`src/core/timer8_pkg.sv`:
```
// Purpose: constants shared by the 8-bit wave timer and its prescaler
// Assumes: registers reached over a plain strobe port, byte address = 4 * index
// Notes:   bit layouts of the control registers are fixed here
//
// What this block does
// only wave mode selects the counting sequence
// normal mode counts up, wraps 0xFF to 0x00
// normal mode sets wrap flag as count hits zero
// counting only sets wrap flag; interrupt ack clears
// normal mode accepts count writes at any time
// clear-on-match mode clears count on compare match
// clear-on-match compare unbuffered; missed match wraps first
// clear-on-match sets match flag at every match
// clear-on-match action 1 toggles output per match
// pin driven only while direction is output
// toggle frequency is clock over 2*N*(1+compare)
// prescale factors 1, 8, 64, 256, 1024
// clear-on-match sets wrap flag passing max to zero
// fast PWM counts up to max, then bottom
// fast PWM action 2 clear-on-match, action 3 inverted
// fast PWM sets wrap flag at every max
// fast PWM period is 256 timer cycles
// fast PWM compare 0 spikes; compare max constant
// software avoids waveforms in normal mode
// compare double-buffered in PWM, loaded at bottom
// count write blocks match in next timer cycle
// counter moves only on prescaler timer-clock enable

package timer8_pkg;

  ////////////////////////////////////////////////////////////////
  // register bus
  localparam int         ADDR_W      = 8;              // byte address width
  localparam int         DATA_W      = 8;              // register width
  localparam logic [7:0] IDX_CTRL    = 8'h00;          // mode, action, clock select
  localparam logic [7:0] IDX_COUNT   = 8'h01;          // count_value
  localparam logic [7:0] IDX_COMPARE = 8'h02;          // compare_value
  localparam logic [7:0] IDX_FLAGS   = 8'h03;          // wrap and match flags
  localparam logic [7:0] IDX_PIN     = 8'h04;          // pin direction and port level
  localparam logic [7:0] ADDR_CTRL    = 8'(IDX_CTRL * 4);
  localparam logic [7:0] ADDR_COUNT   = 8'(IDX_COUNT * 4);
  localparam logic [7:0] ADDR_COMPARE = 8'(IDX_COMPARE * 4);
  localparam logic [7:0] ADDR_FLAGS   = 8'(IDX_FLAGS * 4);
  localparam logic [7:0] ADDR_PIN     = 8'(IDX_PIN * 4);

  ////////////////////////////////////////////////////////////////
  // control field positions
  localparam int CTRL_MODE_LSB  = 0;                   // wave_mode_sel [1:0]
  localparam int CTRL_ACT_LSB   = 2;                   // out_action_sel [3:2]
  localparam int CTRL_CLK_LSB   = 4;                   // clock select [6:4]
  localparam int CTRL_FORCE_BIT = 7;                   // force_match_strobe, reads 0
  localparam int FLAG_WRAP_BIT  = 0;                   // wrap_flag, write 1 clears
  localparam int FLAG_MATCH_BIT = 1;                   // match_flag, write 1 clears
  localparam int PIN_DIR_BIT    = 0;                   // 1 = pin is an output
  localparam int PIN_PORT_BIT   = 1;                   // plain port level
  localparam int PIN_WAVE_BIT   = 2;                   // wave state, read only

  ////////////////////////////////////////////////////////////////
  // modes, actions and counts
  localparam logic [1:0] MODE_NORMAL = 2'h0;
  localparam logic [1:0] MODE_PHASE  = 2'h1;           // treated as buffered up-count
  localparam logic [1:0] MODE_CTC    = 2'h2;           // clear_on_match_mode
  localparam logic [1:0] MODE_FAST   = 2'h3;
  localparam logic [1:0] ACT_NONE    = 2'h0;
  localparam logic [1:0] ACT_TOGGLE  = 2'h1;
  localparam logic [1:0] ACT_CLEAR   = 2'h2;
  localparam logic [1:0] ACT_SET     = 2'h3;
  localparam logic [7:0] COUNT_MAX    = 8'hFF;
  localparam logic [7:0] COUNT_BOTTOM = 8'h00;
  localparam logic [7:0] RESET_BYTE   = 8'h00;

  // clock select codes, 0 stops the timer
  localparam logic [2:0] CLK_STOP = 3'h0;
  localparam logic [2:0] CLK_1    = 3'h1;
  localparam logic [2:0] CLK_8    = 3'h2;
  localparam logic [2:0] CLK_64   = 3'h3;
  localparam logic [2:0] CLK_256  = 3'h4;
  localparam logic [2:0] CLK_1024 = 3'h5;
  localparam int         PRE_W    = 10;                // prescaler counter width
  localparam logic [9:0] DIV_8    = 10'h007;           // terminal counts, factor - 1
  localparam logic [9:0] DIV_64   = 10'h03F;
  localparam logic [9:0] DIV_256  = 10'h0FF;
  localparam logic [9:0] DIV_1024 = 10'h3FF;

endpackage : timer8_pkg

```
`src/core/timer8_prescale.sv`:
```
// Purpose: timer clock enable from the system clock
// Assumes: one free-running divider shared by all factors
// Notes:   tick is a one-cycle enable, never a derived clock
`timescale 1ns/10ps
`default_nettype none

module timer8_prescale (
  // clock and reset
  input  wire logic                          core_clk,
  input  wire logic                          reset_n,
  // selection and enable
  input  wire logic [2:0]                    clk_sel,
  output logic                               tick
);
  import timer8_pkg::*;

  // all state of the divider
  typedef struct packed {
    logic [PRE_W-1:0] div;                             // free-running divider
  } pre_state_t;

  pre_state_t state_reg;                               // registered state
  pre_state_t state_next;                              // next state

  // terminal count hit for a given factor
  function automatic logic div_hit(input logic [PRE_W-1:0] cnt, input logic [PRE_W-1:0] term);
    div_hit = ((cnt & term) == term);
  endfunction : div_hit

  // divider runs freely; a factor change may give one short first period
  always_comb begin
    state_next     = state_reg;
    state_next.div = state_reg.div + 10'h001;
  end

  // select the enable for the chosen factor
  always_comb begin
    unique case (clk_sel)
      CLK_1:    tick = 1'b1;
      CLK_8:    tick = div_hit(state_reg.div, DIV_8);
      CLK_64:   tick = div_hit(state_reg.div, DIV_64);
      CLK_256:  tick = div_hit(state_reg.div, DIV_256);
      CLK_1024: tick = div_hit(state_reg.div, DIV_1024);
      default:  tick = 1'b0;                           // stopped or unused code
    endcase
  end

  // register the divider
  always_ff @(posedge core_clk or negedge reset_n) begin
    if (!reset_n) begin
      state_reg <= '0;
    end else begin
      state_reg <= state_next;
    end
  end

endmodule : timer8_prescale

`default_nettype wire

```
`src/core/timer8_wave_modes.sv`:
```
// Purpose: 8-bit timer with normal, clear-on-match and fast PWM modes
// Assumes: software port strobes are synchronous and one cycle long
// Notes:   pin outputs lag the internal wave state by one cycle
//
// The plain strobed port and the address map were chosen for this implementation.
`timescale 1ns/10ps
`default_nettype none

module timer8_wave_modes (
  // clock and reset
  input  wire logic                          core_clk,
  input  wire logic                          reset_n,
  // register port
  input  wire logic [timer8_pkg::ADDR_W-1:0] reg_addr,
  input  wire logic [timer8_pkg::DATA_W-1:0] reg_wdata,
  input  wire logic                          reg_wr,
  input  wire logic                          reg_rd,
  output logic      [timer8_pkg::DATA_W-1:0] reg_rdata,
  // interrupt acknowledges from the core
  input  wire logic                          wrap_int_ack,
  input  wire logic                          match_int_ack,
  // event flags
  output logic                               wrap_flag,
  output logic                               match_flag,
  // waveform pin
  output logic                               wave_pin_o,
  output logic                               wave_pin_oe
);
  import timer8_pkg::*;

  ////////////////////////////////////////////////////////////////
  // state

  // every flop of the block
  typedef struct packed {
    logic [1:0] wave_mode_sel;                         // counting sequence
    logic [1:0] out_action_sel;                        // output behaviour
    logic [2:0] clk_sel;                               // prescaler choice
    logic [7:0] count_value;                           // the counter
    logic [7:0] compare_value;                         // value in use
    logic [7:0] compare_buf;                           // software copy
    logic       wrap_flag;                             // sticky wrap event
    logic       match_flag;                            // sticky match event
    logic       block;                                 // match blocked after count write
    logic       wave;                                  // internal wave state
    logic       dir;                                   // pin is output
    logic       port;                                  // port level when not overridden
    logic       pin_o;                                 // pin level
    logic       pin_oe;                                // pin enable
    logic [7:0] rdata;                                 // read answer
  } tmr_state_t;

  tmr_state_t state_reg;                               // registered state
  tmr_state_t state_next;                              // next state

  logic tick;                                          // timer clock enable
  logic wr_ctrl;                                       // write decodes
  logic wr_count;
  logic wr_cmp;
  logic wr_flags;
  logic wr_pin;
  logic at_max;                                        // counter at max
  logic hit;                                           // live compare match
  logic wrap_set;                                      // wrap event this cycle
  logic match_set;                                     // match event this cycle
  logic force_hit;                                     // forced match
  logic pwm_mode;                                      // buffered compare modes
  logic wave_calc;                                     // next wave state

  ////////////////////////////////////////////////////////////////
  // prescaler

  // one enable per timer clock cycle
  timer8_prescale u_prescale (
    .core_clk (core_clk),
    .reset_n  (reset_n),
    .clk_sel  (state_reg.clk_sel),
    .tick     (tick)
  );

  ////////////////////////////////////////////////////////////////
  // helpers

  // output action on a compare match in the non-PWM modes
  function automatic logic act_level(input logic [1:0] act, input logic cur);
    unique case (act)
      ACT_TOGGLE: act_level = ~cur;
      ACT_CLEAR:  act_level = 1'b0;
      ACT_SET:    act_level = 1'b1;
      default:    act_level = cur;
    endcase
  endfunction : act_level

  ////////////////////////////////////////////////////////////////
  // decode and events

  // address decode; unmapped addresses are ignored
  always_comb begin
    wr_ctrl  = reg_wr && (reg_addr == ADDR_CTRL);
    wr_count = reg_wr && (reg_addr == ADDR_COUNT);
    wr_cmp   = reg_wr && (reg_addr == ADDR_COMPARE);
    wr_flags = reg_wr && (reg_addr == ADDR_FLAGS);
    wr_pin   = reg_wr && (reg_addr == ADDR_PIN);
  end

  // events only on the timer clock enable, except the forced match on a control write
  always_comb begin
    pwm_mode  = state_reg.wave_mode_sel[0];
    at_max    = (state_reg.count_value == COUNT_MAX);
    hit       = tick && !state_reg.block &&
                (state_reg.count_value == state_reg.compare_value);
    wrap_set  = tick && at_max;
    match_set = hit;
    force_hit = wr_ctrl && reg_wdata[CTRL_FORCE_BIT] && !reg_wdata[CTRL_MODE_LSB];
  end

  // next wave state; mode bits alone decide PWM behaviour
  always_comb begin
    wave_calc = state_reg.wave;
    if (state_reg.wave_mode_sel == MODE_FAST) begin
      // bottom set wins over match so compare at max gives a constant level
      if (wrap_set && state_reg.out_action_sel[1]) begin
        wave_calc = ~state_reg.out_action_sel[0];
      end else if (hit && state_reg.out_action_sel[1]) begin
        wave_calc = state_reg.out_action_sel[0];
      end
    end else if (!pwm_mode && (hit || force_hit)) begin
      // force uses the action bits as they stand before this write
      wave_calc = act_level(state_reg.out_action_sel, state_reg.wave);
    end
  end

  ////////////////////////////////////////////////////////////////
  // next state

  // counter, flags, registers and read path
  always_comb begin
    state_next = state_reg;

    // counting sequence from the mode bits only
    if (tick) begin
      state_next.block = 1'b0;
      unique case (state_reg.wave_mode_sel)
        MODE_CTC: begin
          // match clears; a missed match runs on through max
          if (hit) begin
            state_next.count_value = COUNT_BOTTOM;
          end else begin
            state_next.count_value = state_reg.count_value + 8'h01;
          end
        end
        default: begin
          // plain up-count wrapping max to bottom
          state_next.count_value = state_reg.count_value + 8'h01;
        end
      endcase
      // buffered compare loads as the count returns to bottom
      if (pwm_mode && at_max) begin
        state_next.compare_value = state_reg.compare_buf;
      end
    end

    // flags: set wins over any clear
    if (wrap_set) begin
      state_next.wrap_flag = 1'b1;
    end else if (wrap_int_ack || (wr_flags && reg_wdata[FLAG_WRAP_BIT])) begin
      state_next.wrap_flag = 1'b0;
    end
    if (match_set) begin
      state_next.match_flag = 1'b1;
    end else if (match_int_ack || (wr_flags && reg_wdata[FLAG_MATCH_BIT])) begin
      state_next.match_flag = 1'b0;
    end

    state_next.wave = wave_calc;

    // software writes
    if (wr_ctrl) begin
      state_next.wave_mode_sel  = reg_wdata[CTRL_MODE_LSB +: 2];
      state_next.out_action_sel = reg_wdata[CTRL_ACT_LSB +: 2];
      state_next.clk_sel        = reg_wdata[CTRL_CLK_LSB +: 3];
    end
    if (wr_count) begin
      // write wins over the count and blocks the next match
      state_next.count_value = reg_wdata;
      state_next.block       = 1'b1;
    end
    if (wr_cmp) begin
      state_next.compare_buf = reg_wdata;
      if (!pwm_mode) begin
        state_next.compare_value = reg_wdata;
      end
    end
    if (wr_pin) begin
      state_next.dir  = reg_wdata[PIN_DIR_BIT];
      state_next.port = reg_wdata[PIN_PORT_BIT];
    end

    // pin: wave overrides the port level when any action bit is set
    state_next.pin_oe = state_reg.dir;
    state_next.pin_o  = state_reg.dir &&
                        ((state_reg.out_action_sel != ACT_NONE) ? state_reg.wave : state_reg.port);

    // read answer the cycle after the strobe, zero otherwise
    state_next.rdata = RESET_BYTE;
    if (reg_rd) begin
      unique case (reg_addr)
        ADDR_CTRL:    state_next.rdata = {1'b0, state_reg.clk_sel, state_reg.out_action_sel,
                                          state_reg.wave_mode_sel};
        ADDR_COUNT:   state_next.rdata = state_reg.count_value;
        ADDR_COMPARE: state_next.rdata = state_reg.compare_buf;
        ADDR_FLAGS:   state_next.rdata = {6'h00, state_reg.match_flag, state_reg.wrap_flag};
        ADDR_PIN:     state_next.rdata = {5'h00, state_reg.wave, state_reg.port, state_reg.dir};
        default:      state_next.rdata = RESET_BYTE;   // unmapped reads zero
      endcase
    end
  end

  ////////////////////////////////////////////////////////////////
  // registers

  // single state register
  always_ff @(posedge core_clk or negedge reset_n) begin
    if (!reset_n) begin
      state_reg <= '0;
    end else begin
      state_reg <= state_next;
    end
  end

  // outputs straight from flops
  assign reg_rdata   = state_reg.rdata;
  assign wrap_flag   = state_reg.wrap_flag;
  assign match_flag  = state_reg.match_flag;
  assign wave_pin_o  = state_reg.pin_o;
  assign wave_pin_oe = state_reg.pin_oe;

  ////////////////////////////////////////////////////////////////
  // checks

  // normal mode wraps to bottom and raises the wrap flag
  a_normal_wrap_zero: assert property (@(posedge core_clk) disable iff (!reset_n)
    (tick && at_max && state_reg.wave_mode_sel == MODE_NORMAL && !wr_count && !wr_ctrl)
    |=> (state_reg.count_value == 8'h00) && state_reg.wrap_flag)
    else $error("normal mode wrap missed");

  // normal mode steps by one per tick
  a_normal_step: assert property (@(posedge core_clk) disable iff (!reset_n)
    (tick && state_reg.wave_mode_sel == MODE_NORMAL && !wr_count)
    |=> state_reg.count_value == 8'($past(state_reg.count_value) + 8'h01))
    else $error("normal count did not step");

  // counter holds without a tick
  a_count_hold: assert property (@(posedge core_clk) disable iff (!reset_n)
    (!tick && !wr_count) |=> $stable(state_reg.count_value))
    else $error("count moved without tick");

  // clear-on-match resets the count and flags the match
  a_ctc_clear: assert property (@(posedge core_clk) disable iff (!reset_n)
    (hit && state_reg.wave_mode_sel == MODE_CTC && !wr_count)
    |=> (state_reg.count_value == 8'h00) && state_reg.match_flag)
    else $error("clear on match failed");

  // wrap flag stays until acknowledged
  a_wrap_sticky: assert property (@(posedge core_clk) disable iff (!reset_n)
    (state_reg.wrap_flag && !wrap_int_ack && !wr_flags) |=> state_reg.wrap_flag)
    else $error("wrap flag dropped");

  // acknowledge clears unless a new wrap lands
  a_wrap_ack: assert property (@(posedge core_clk) disable iff (!reset_n)
    (wrap_int_ack && !wrap_set) |=> !state_reg.wrap_flag)
    else $error("wrap ack ignored");

  // toggle action flips the wave on every match in clear-on-match mode
  a_ctc_toggle: assert property (@(posedge core_clk) disable iff (!reset_n)
    (hit && state_reg.wave_mode_sel == MODE_CTC && state_reg.out_action_sel == ACT_TOGGLE)
    |=> state_reg.wave != $past(state_reg.wave))
    else $error("toggle missed");

  // pin undriven while direction is input
  a_pin_gate: assert property (@(posedge core_clk) disable iff (!reset_n)
    !state_reg.dir |=> (!wave_pin_oe && !wave_pin_o))
    else $error("pin driven as input");

  // fast PWM non-inverting sets at bottom
  a_fast_bottom: assert property (@(posedge core_clk) disable iff (!reset_n)
    (wrap_set && state_reg.wave_mode_sel == MODE_FAST && state_reg.out_action_sel == ACT_CLEAR
     && !wr_count && !wr_ctrl)
    |=> state_reg.wave && (state_reg.count_value == 8'h00) && state_reg.wrap_flag)
    else $error("fast pwm bottom wrong");

  // buffered compare unchanged until bottom
  a_fast_buffer: assert property (@(posedge core_clk) disable iff (!reset_n)
    (wr_cmp && pwm_mode && !(tick && at_max)) |=> $stable(state_reg.compare_value))
    else $error("pwm compare not buffered");

  // count write blocks the match of the next tick
  a_write_block: assert property (@(posedge core_clk) disable iff (!reset_n)
    (wr_count && !hit && !state_reg.match_flag) ##1 (tick && !match_int_ack && !wr_flags)
    |=> !state_reg.match_flag)
    else $error("match not blocked");

  // forced match never sets the match flag
  a_force_noflag: assert property (@(posedge core_clk) disable iff (!reset_n)
    (force_hit && !hit && !state_reg.match_flag) |=> !state_reg.match_flag)
    else $error("force set match flag");

  // a missed top runs on through max and wraps
  // before the next match can clear the count
  a_ctc_run_on: assert property (@(posedge core_clk) disable iff (!reset_n)
    (tick && !hit && state_reg.wave_mode_sel == MODE_CTC && !wr_count)
    |=> state_reg.count_value == 8'($past(state_reg.count_value) + 8'h01))
    else $error("count did not run on");

  // clear-on-match passing max raises the wrap flag
  // whatever the compare value holds
  a_ctc_wrap: assert property (@(posedge core_clk) disable iff (!reset_n)
    (tick && at_max && state_reg.wave_mode_sel == MODE_CTC) |=> state_reg.wrap_flag)
    else $error("ctc wrap missed");

  // fast PWM non-inverting clears on a match below max
  // the wrap tick is left out, bottom set wins there
  a_fast_match: assert property (@(posedge core_clk) disable iff (!reset_n)
    (hit && !wrap_set && state_reg.wave_mode_sel == MODE_FAST && state_reg.out_action_sel == ACT_CLEAR)
    |=> !state_reg.wave)
    else $error("fast pwm match did not clear");

  // buffered compare takes the software copy at the wrap tick
  // so a period never sees two compare values
  a_pwm_load: assert property (@(posedge core_clk) disable iff (!reset_n)
    (tick && at_max && pwm_mode) |=> state_reg.compare_value == $past(state_reg.compare_buf))
    else $error("pwm compare not loaded at bottom");

  // pin follows the wave state once action bits override
  // the port level, one cycle behind
  a_pin_wave: assert property (@(posedge core_clk) disable iff (!reset_n)
    (state_reg.dir && state_reg.out_action_sel != ACT_NONE)
    |=> wave_pin_oe && (wave_pin_o == $past(state_reg.wave)))
    else $error("pin does not follow wave");

endmodule : timer8_wave_modes

`default_nettype wire

```
`config.mk`:
```
export PLATFORM = sky130hd
export DESIGN_NAME = timer8_wave_modes
export DESIGN_NICKNAME = d
export VERILOG_FILES = /design/src/core/timer8_pkg.sv /design/src/core/timer8_prescale.sv /design/src/core/timer8_wave_modes.sv
export SDC_FILE = /design/constraint.sdc
export NUM_CORES = 1
export LEC_CHECK = 0
export ABC_AREA = 1
export BUFFER_PORTS_ARGS = -buffer_cell sky130_fd_sc_hd__buf_2
export CAP_MARGIN = 20
export CORE_MARGIN = 2
export CORE_UTILIZATION = 63
export DETAILED_ROUTE_END_ITERATION = 8
export PLACE_DENSITY = 0.85
export SLEW_MARGIN = 20
export SYNTH_ARGS = -nofsm -noshare
export SYNTH_HDL_FRONTEND = slang
export SYNTH_SLANG_ARGS = --single-unit
export TNS_END_PERCENT = 20
```
`constraint.sdc`:
```
create_clock -name core_clk -period 4.5 [get_ports core_clk]
set_input_delay 1.35 -clock core_clk [delete_from_list [all_inputs] [get_ports core_clk]]
set_output_delay 1.35 -clock core_clk [all_outputs]
set_load 0.05 [all_outputs]
```
==> impl_results.md <==
* DRT iter0 DRCs at 207
* First-pass GRT wire length at 12400 um
* Asr flop ratio synth at 100%
* RePlAce Congestion at 0.968
* Vias at 2737
* Worst setup EP type: register
* FF-to-FF Start: state_reg[32]$_DFFE_PN0P_
* Final Util at 73.5%
* DRC Markers at 0
* Vias per inst at 5.70
* Most frequent cells in the layout: 83 x nand2_1, 57 x dfrtp_1, 54 x inv_1
* Clock Pin Slew Worst Setup and Hold Paths at 0.06 ns
* Hold slack at 0.437 ns
* Setup violations, final at 0
* Sequential area share after synthesis at 44.8%
* Tmin final at 2.69 ns
* Fmax at 0.372 GHz
* RSZ-0062 raised after global routing: false
* Core area at 4790 um^2
* Hpwl dp at 5600 um
* I/O Buffers at 33
* Synth Area per Inst at 8.49 um^2
* Root Driver: clkbuf_8
* Postcts setup bufs at 0
* GRT Util Overall at 30.4%
* Reg2Reg Depth at 10
* R2R setup slack at 2.47 ns
* Initial Utilization at 66.5%
* Critical Path Source Type: primary input
* Slew margin rel. at 61.1%
* Post-DRT Antenna Nets at 0
* Antenna cells at 0
* Initial antenna violation count at 0
* Worst skew pair latency at 0.34 ns
* Synthesis Warnings at 0
* Pin count of the biggest net entering global routing at 46
* Num rows at 25
* Hold path startpoint: state_next[8]$_DFFE_PN0P_
* Worst Tran Pin Value at 0.583 ns
* Die width at 75.1 um
* Final Hold Fails at 0
* Resized Gates After CTS at 0
* Hold Path Depth at 0
* Syn-to-layout area delta at 10.4%
* Worst EP required at 4.73 ns
* Routed wire length at 7550 um
* Syn_nets at 400
* TritonCTS Sinks at 57
* Main flop type after synthesis: dfrtp_1
* TritonCTS clock tree: built
* VDD IR-drop max at 0.195 mV
* Kind of critical path: in -> reg
* NumNets Final at 433
* Clock skew at 0.00858 ns
* GRT overflow at 0
* Outcome: finished, final reports clean
* Worst Hold Class: reg -> reg
* Routed len/inst at 15.7 um
* Cells after synthesis at 375
* Hold buffer count at cts at 0
* Max-cap viol count at 0
* Register bit total from synthesis at 57
* Power Density at 324 nW/um^2
* Vias in the first global route at 2635
* Max reg flops at 33
* Detailed-router iteration count before antenna repair at 5
* CP Data Arrival Time at 2.92 ns
* CTS max path bufs at 2
* H-tree depth at 3
* Part of the cycle the worst path needs at 59.8%
* Area post-placement at 3340 um^2
* P_leak at 1.72 nW
* Netlist Area Pre-Place at 3180 um^2
* Count of pins over their slew limit at 0
* Die height at 75.1 um
* DIE AREA at 5640 um^2
* Setup Total Neg Slack at 0 ns
* Top Ports at 34
* Number of CTS-inserted buffers at 9
* EDFF count, synth at 0
* Pre-CTS setup slack at 1.48 ns
* R2R Path End: state_reg[30]$_DFF_PN0_
* Distinct cells, synth at 39
* Worst Setup Slack, final at 1.81 ns
* WHS Endpoint: wave_pin_oe$_DFF_PN0_
* Share of cells above drive strength 1 at 23.7%
* Post-route cell area at 3520 um^2
* Worst-path fanout max at 15
* Commonest non-fill, non-tap cell in the layout: nand2_1
==> per-layer routing <==
metal  global-route usage [%]  vias to the layer above  part of all wire [%]
met4                     17.3                        0                   3.2
li1                         -                     1280                     -
met1                     39.9                     1310                    42
met3                     5.35                       27                   6.1
met5                        0                        -                     0
met2                     47.7                      120                    49
==> logic make-up (layout without fill, tap and decap cells) <==
family	count (synthesis)	in the layout	synth area share, %
buffers and inverters	76	114	10.7
XOR/XNOR	10	10	2.75
AO/OA/AOI/OAI	67	67	14.8
adder cells (fa/ha/maj)	3	3	1.18
AND/OR/NAND/NOR	162	162	25.8
flip-flops	57	57	44.8
==> final cells by class <==
type	count	area, um^2
flip-flops and latches	57	1430
multi-input cells	242	1420
fillers	372	1270
inverters	64	240
repair buffers	34	175
clock buffers	13	159
well taps	67	83.8
clock inverters	3	15.0
==> critical path, stage by stage <==
cell	delay [ns]
buf_2	0.09
inv_1	0.04
nand2_1	0.09
nor3_4	0.35
nand2_4	0.17
nor2_4	0.29
nand3_1	0.13
nand2_1	0.09
nand2_1	0.05
nand2_1	0.07
nand2_1	0.05
nor2_1	0.10
nor2_1	0.04
==> where the power goes <==
group	switching, W	internal, W	total (W)
logic	0.0000926	0.0000465	0.000139
registers	0.0000345	0.000540	0.000574
clock network	0.000200	0.000227	0.000427
total	0.000327	0.000813	0.00114
==> synthesized netlist by cell type (7+ instances only) <==
master,n,share of area (%)
nand3_1,15,2.4
o21ai_2,8,2.2
nand4_1,7,1.4
nand2_1,83,9.8
o21ai_1,8,1.3
o21ai_0,18,2.8
inv_2,10,1.2
nor2_1,27,3.2
o22ai_1,7,1.4
dfrtp_1,57,45
buf_4,8,1.9
inv_1,54,6.4
o211ai_2,8,3.1
==> through the flow <==
step,total power (W),std cells
after floorplan,0.000662,375
after global placement,0.000713,464
after detailed placement,0.000719,464
after CTS,0.00114,480
after global routing,0.00118,480
final,0.00114,480
==> how the worst max path moves through the flow <==
stage / startpoint / end / slack [ns] / cells past startpoint
CTS: reg_addr[6] / state_reg[12]$_DFFE_PN0P_ / 1.82 / 13
finish: reg_addr[6] / state_reg[12]$_DFFE_PN0P_ / 1.81 / 13
global route: reg_addr[7] / state_reg[12]$_DFFE_PN0P_ / 1.64 / 13
detailed placement: reg_addr[6] / state_reg[12]$_DFFE_PN0P_ / 1.48 / 13
floorplan: reg_addr[6] / state_reg[35]$_DFFE_PN0P_ / 1.90 / 9
global placement: reg_addr[1] / state_reg[12]$_DFFE_PN0P_ / 1.59 / 13
Note: power is estimated with default switching activity, not from simulation.
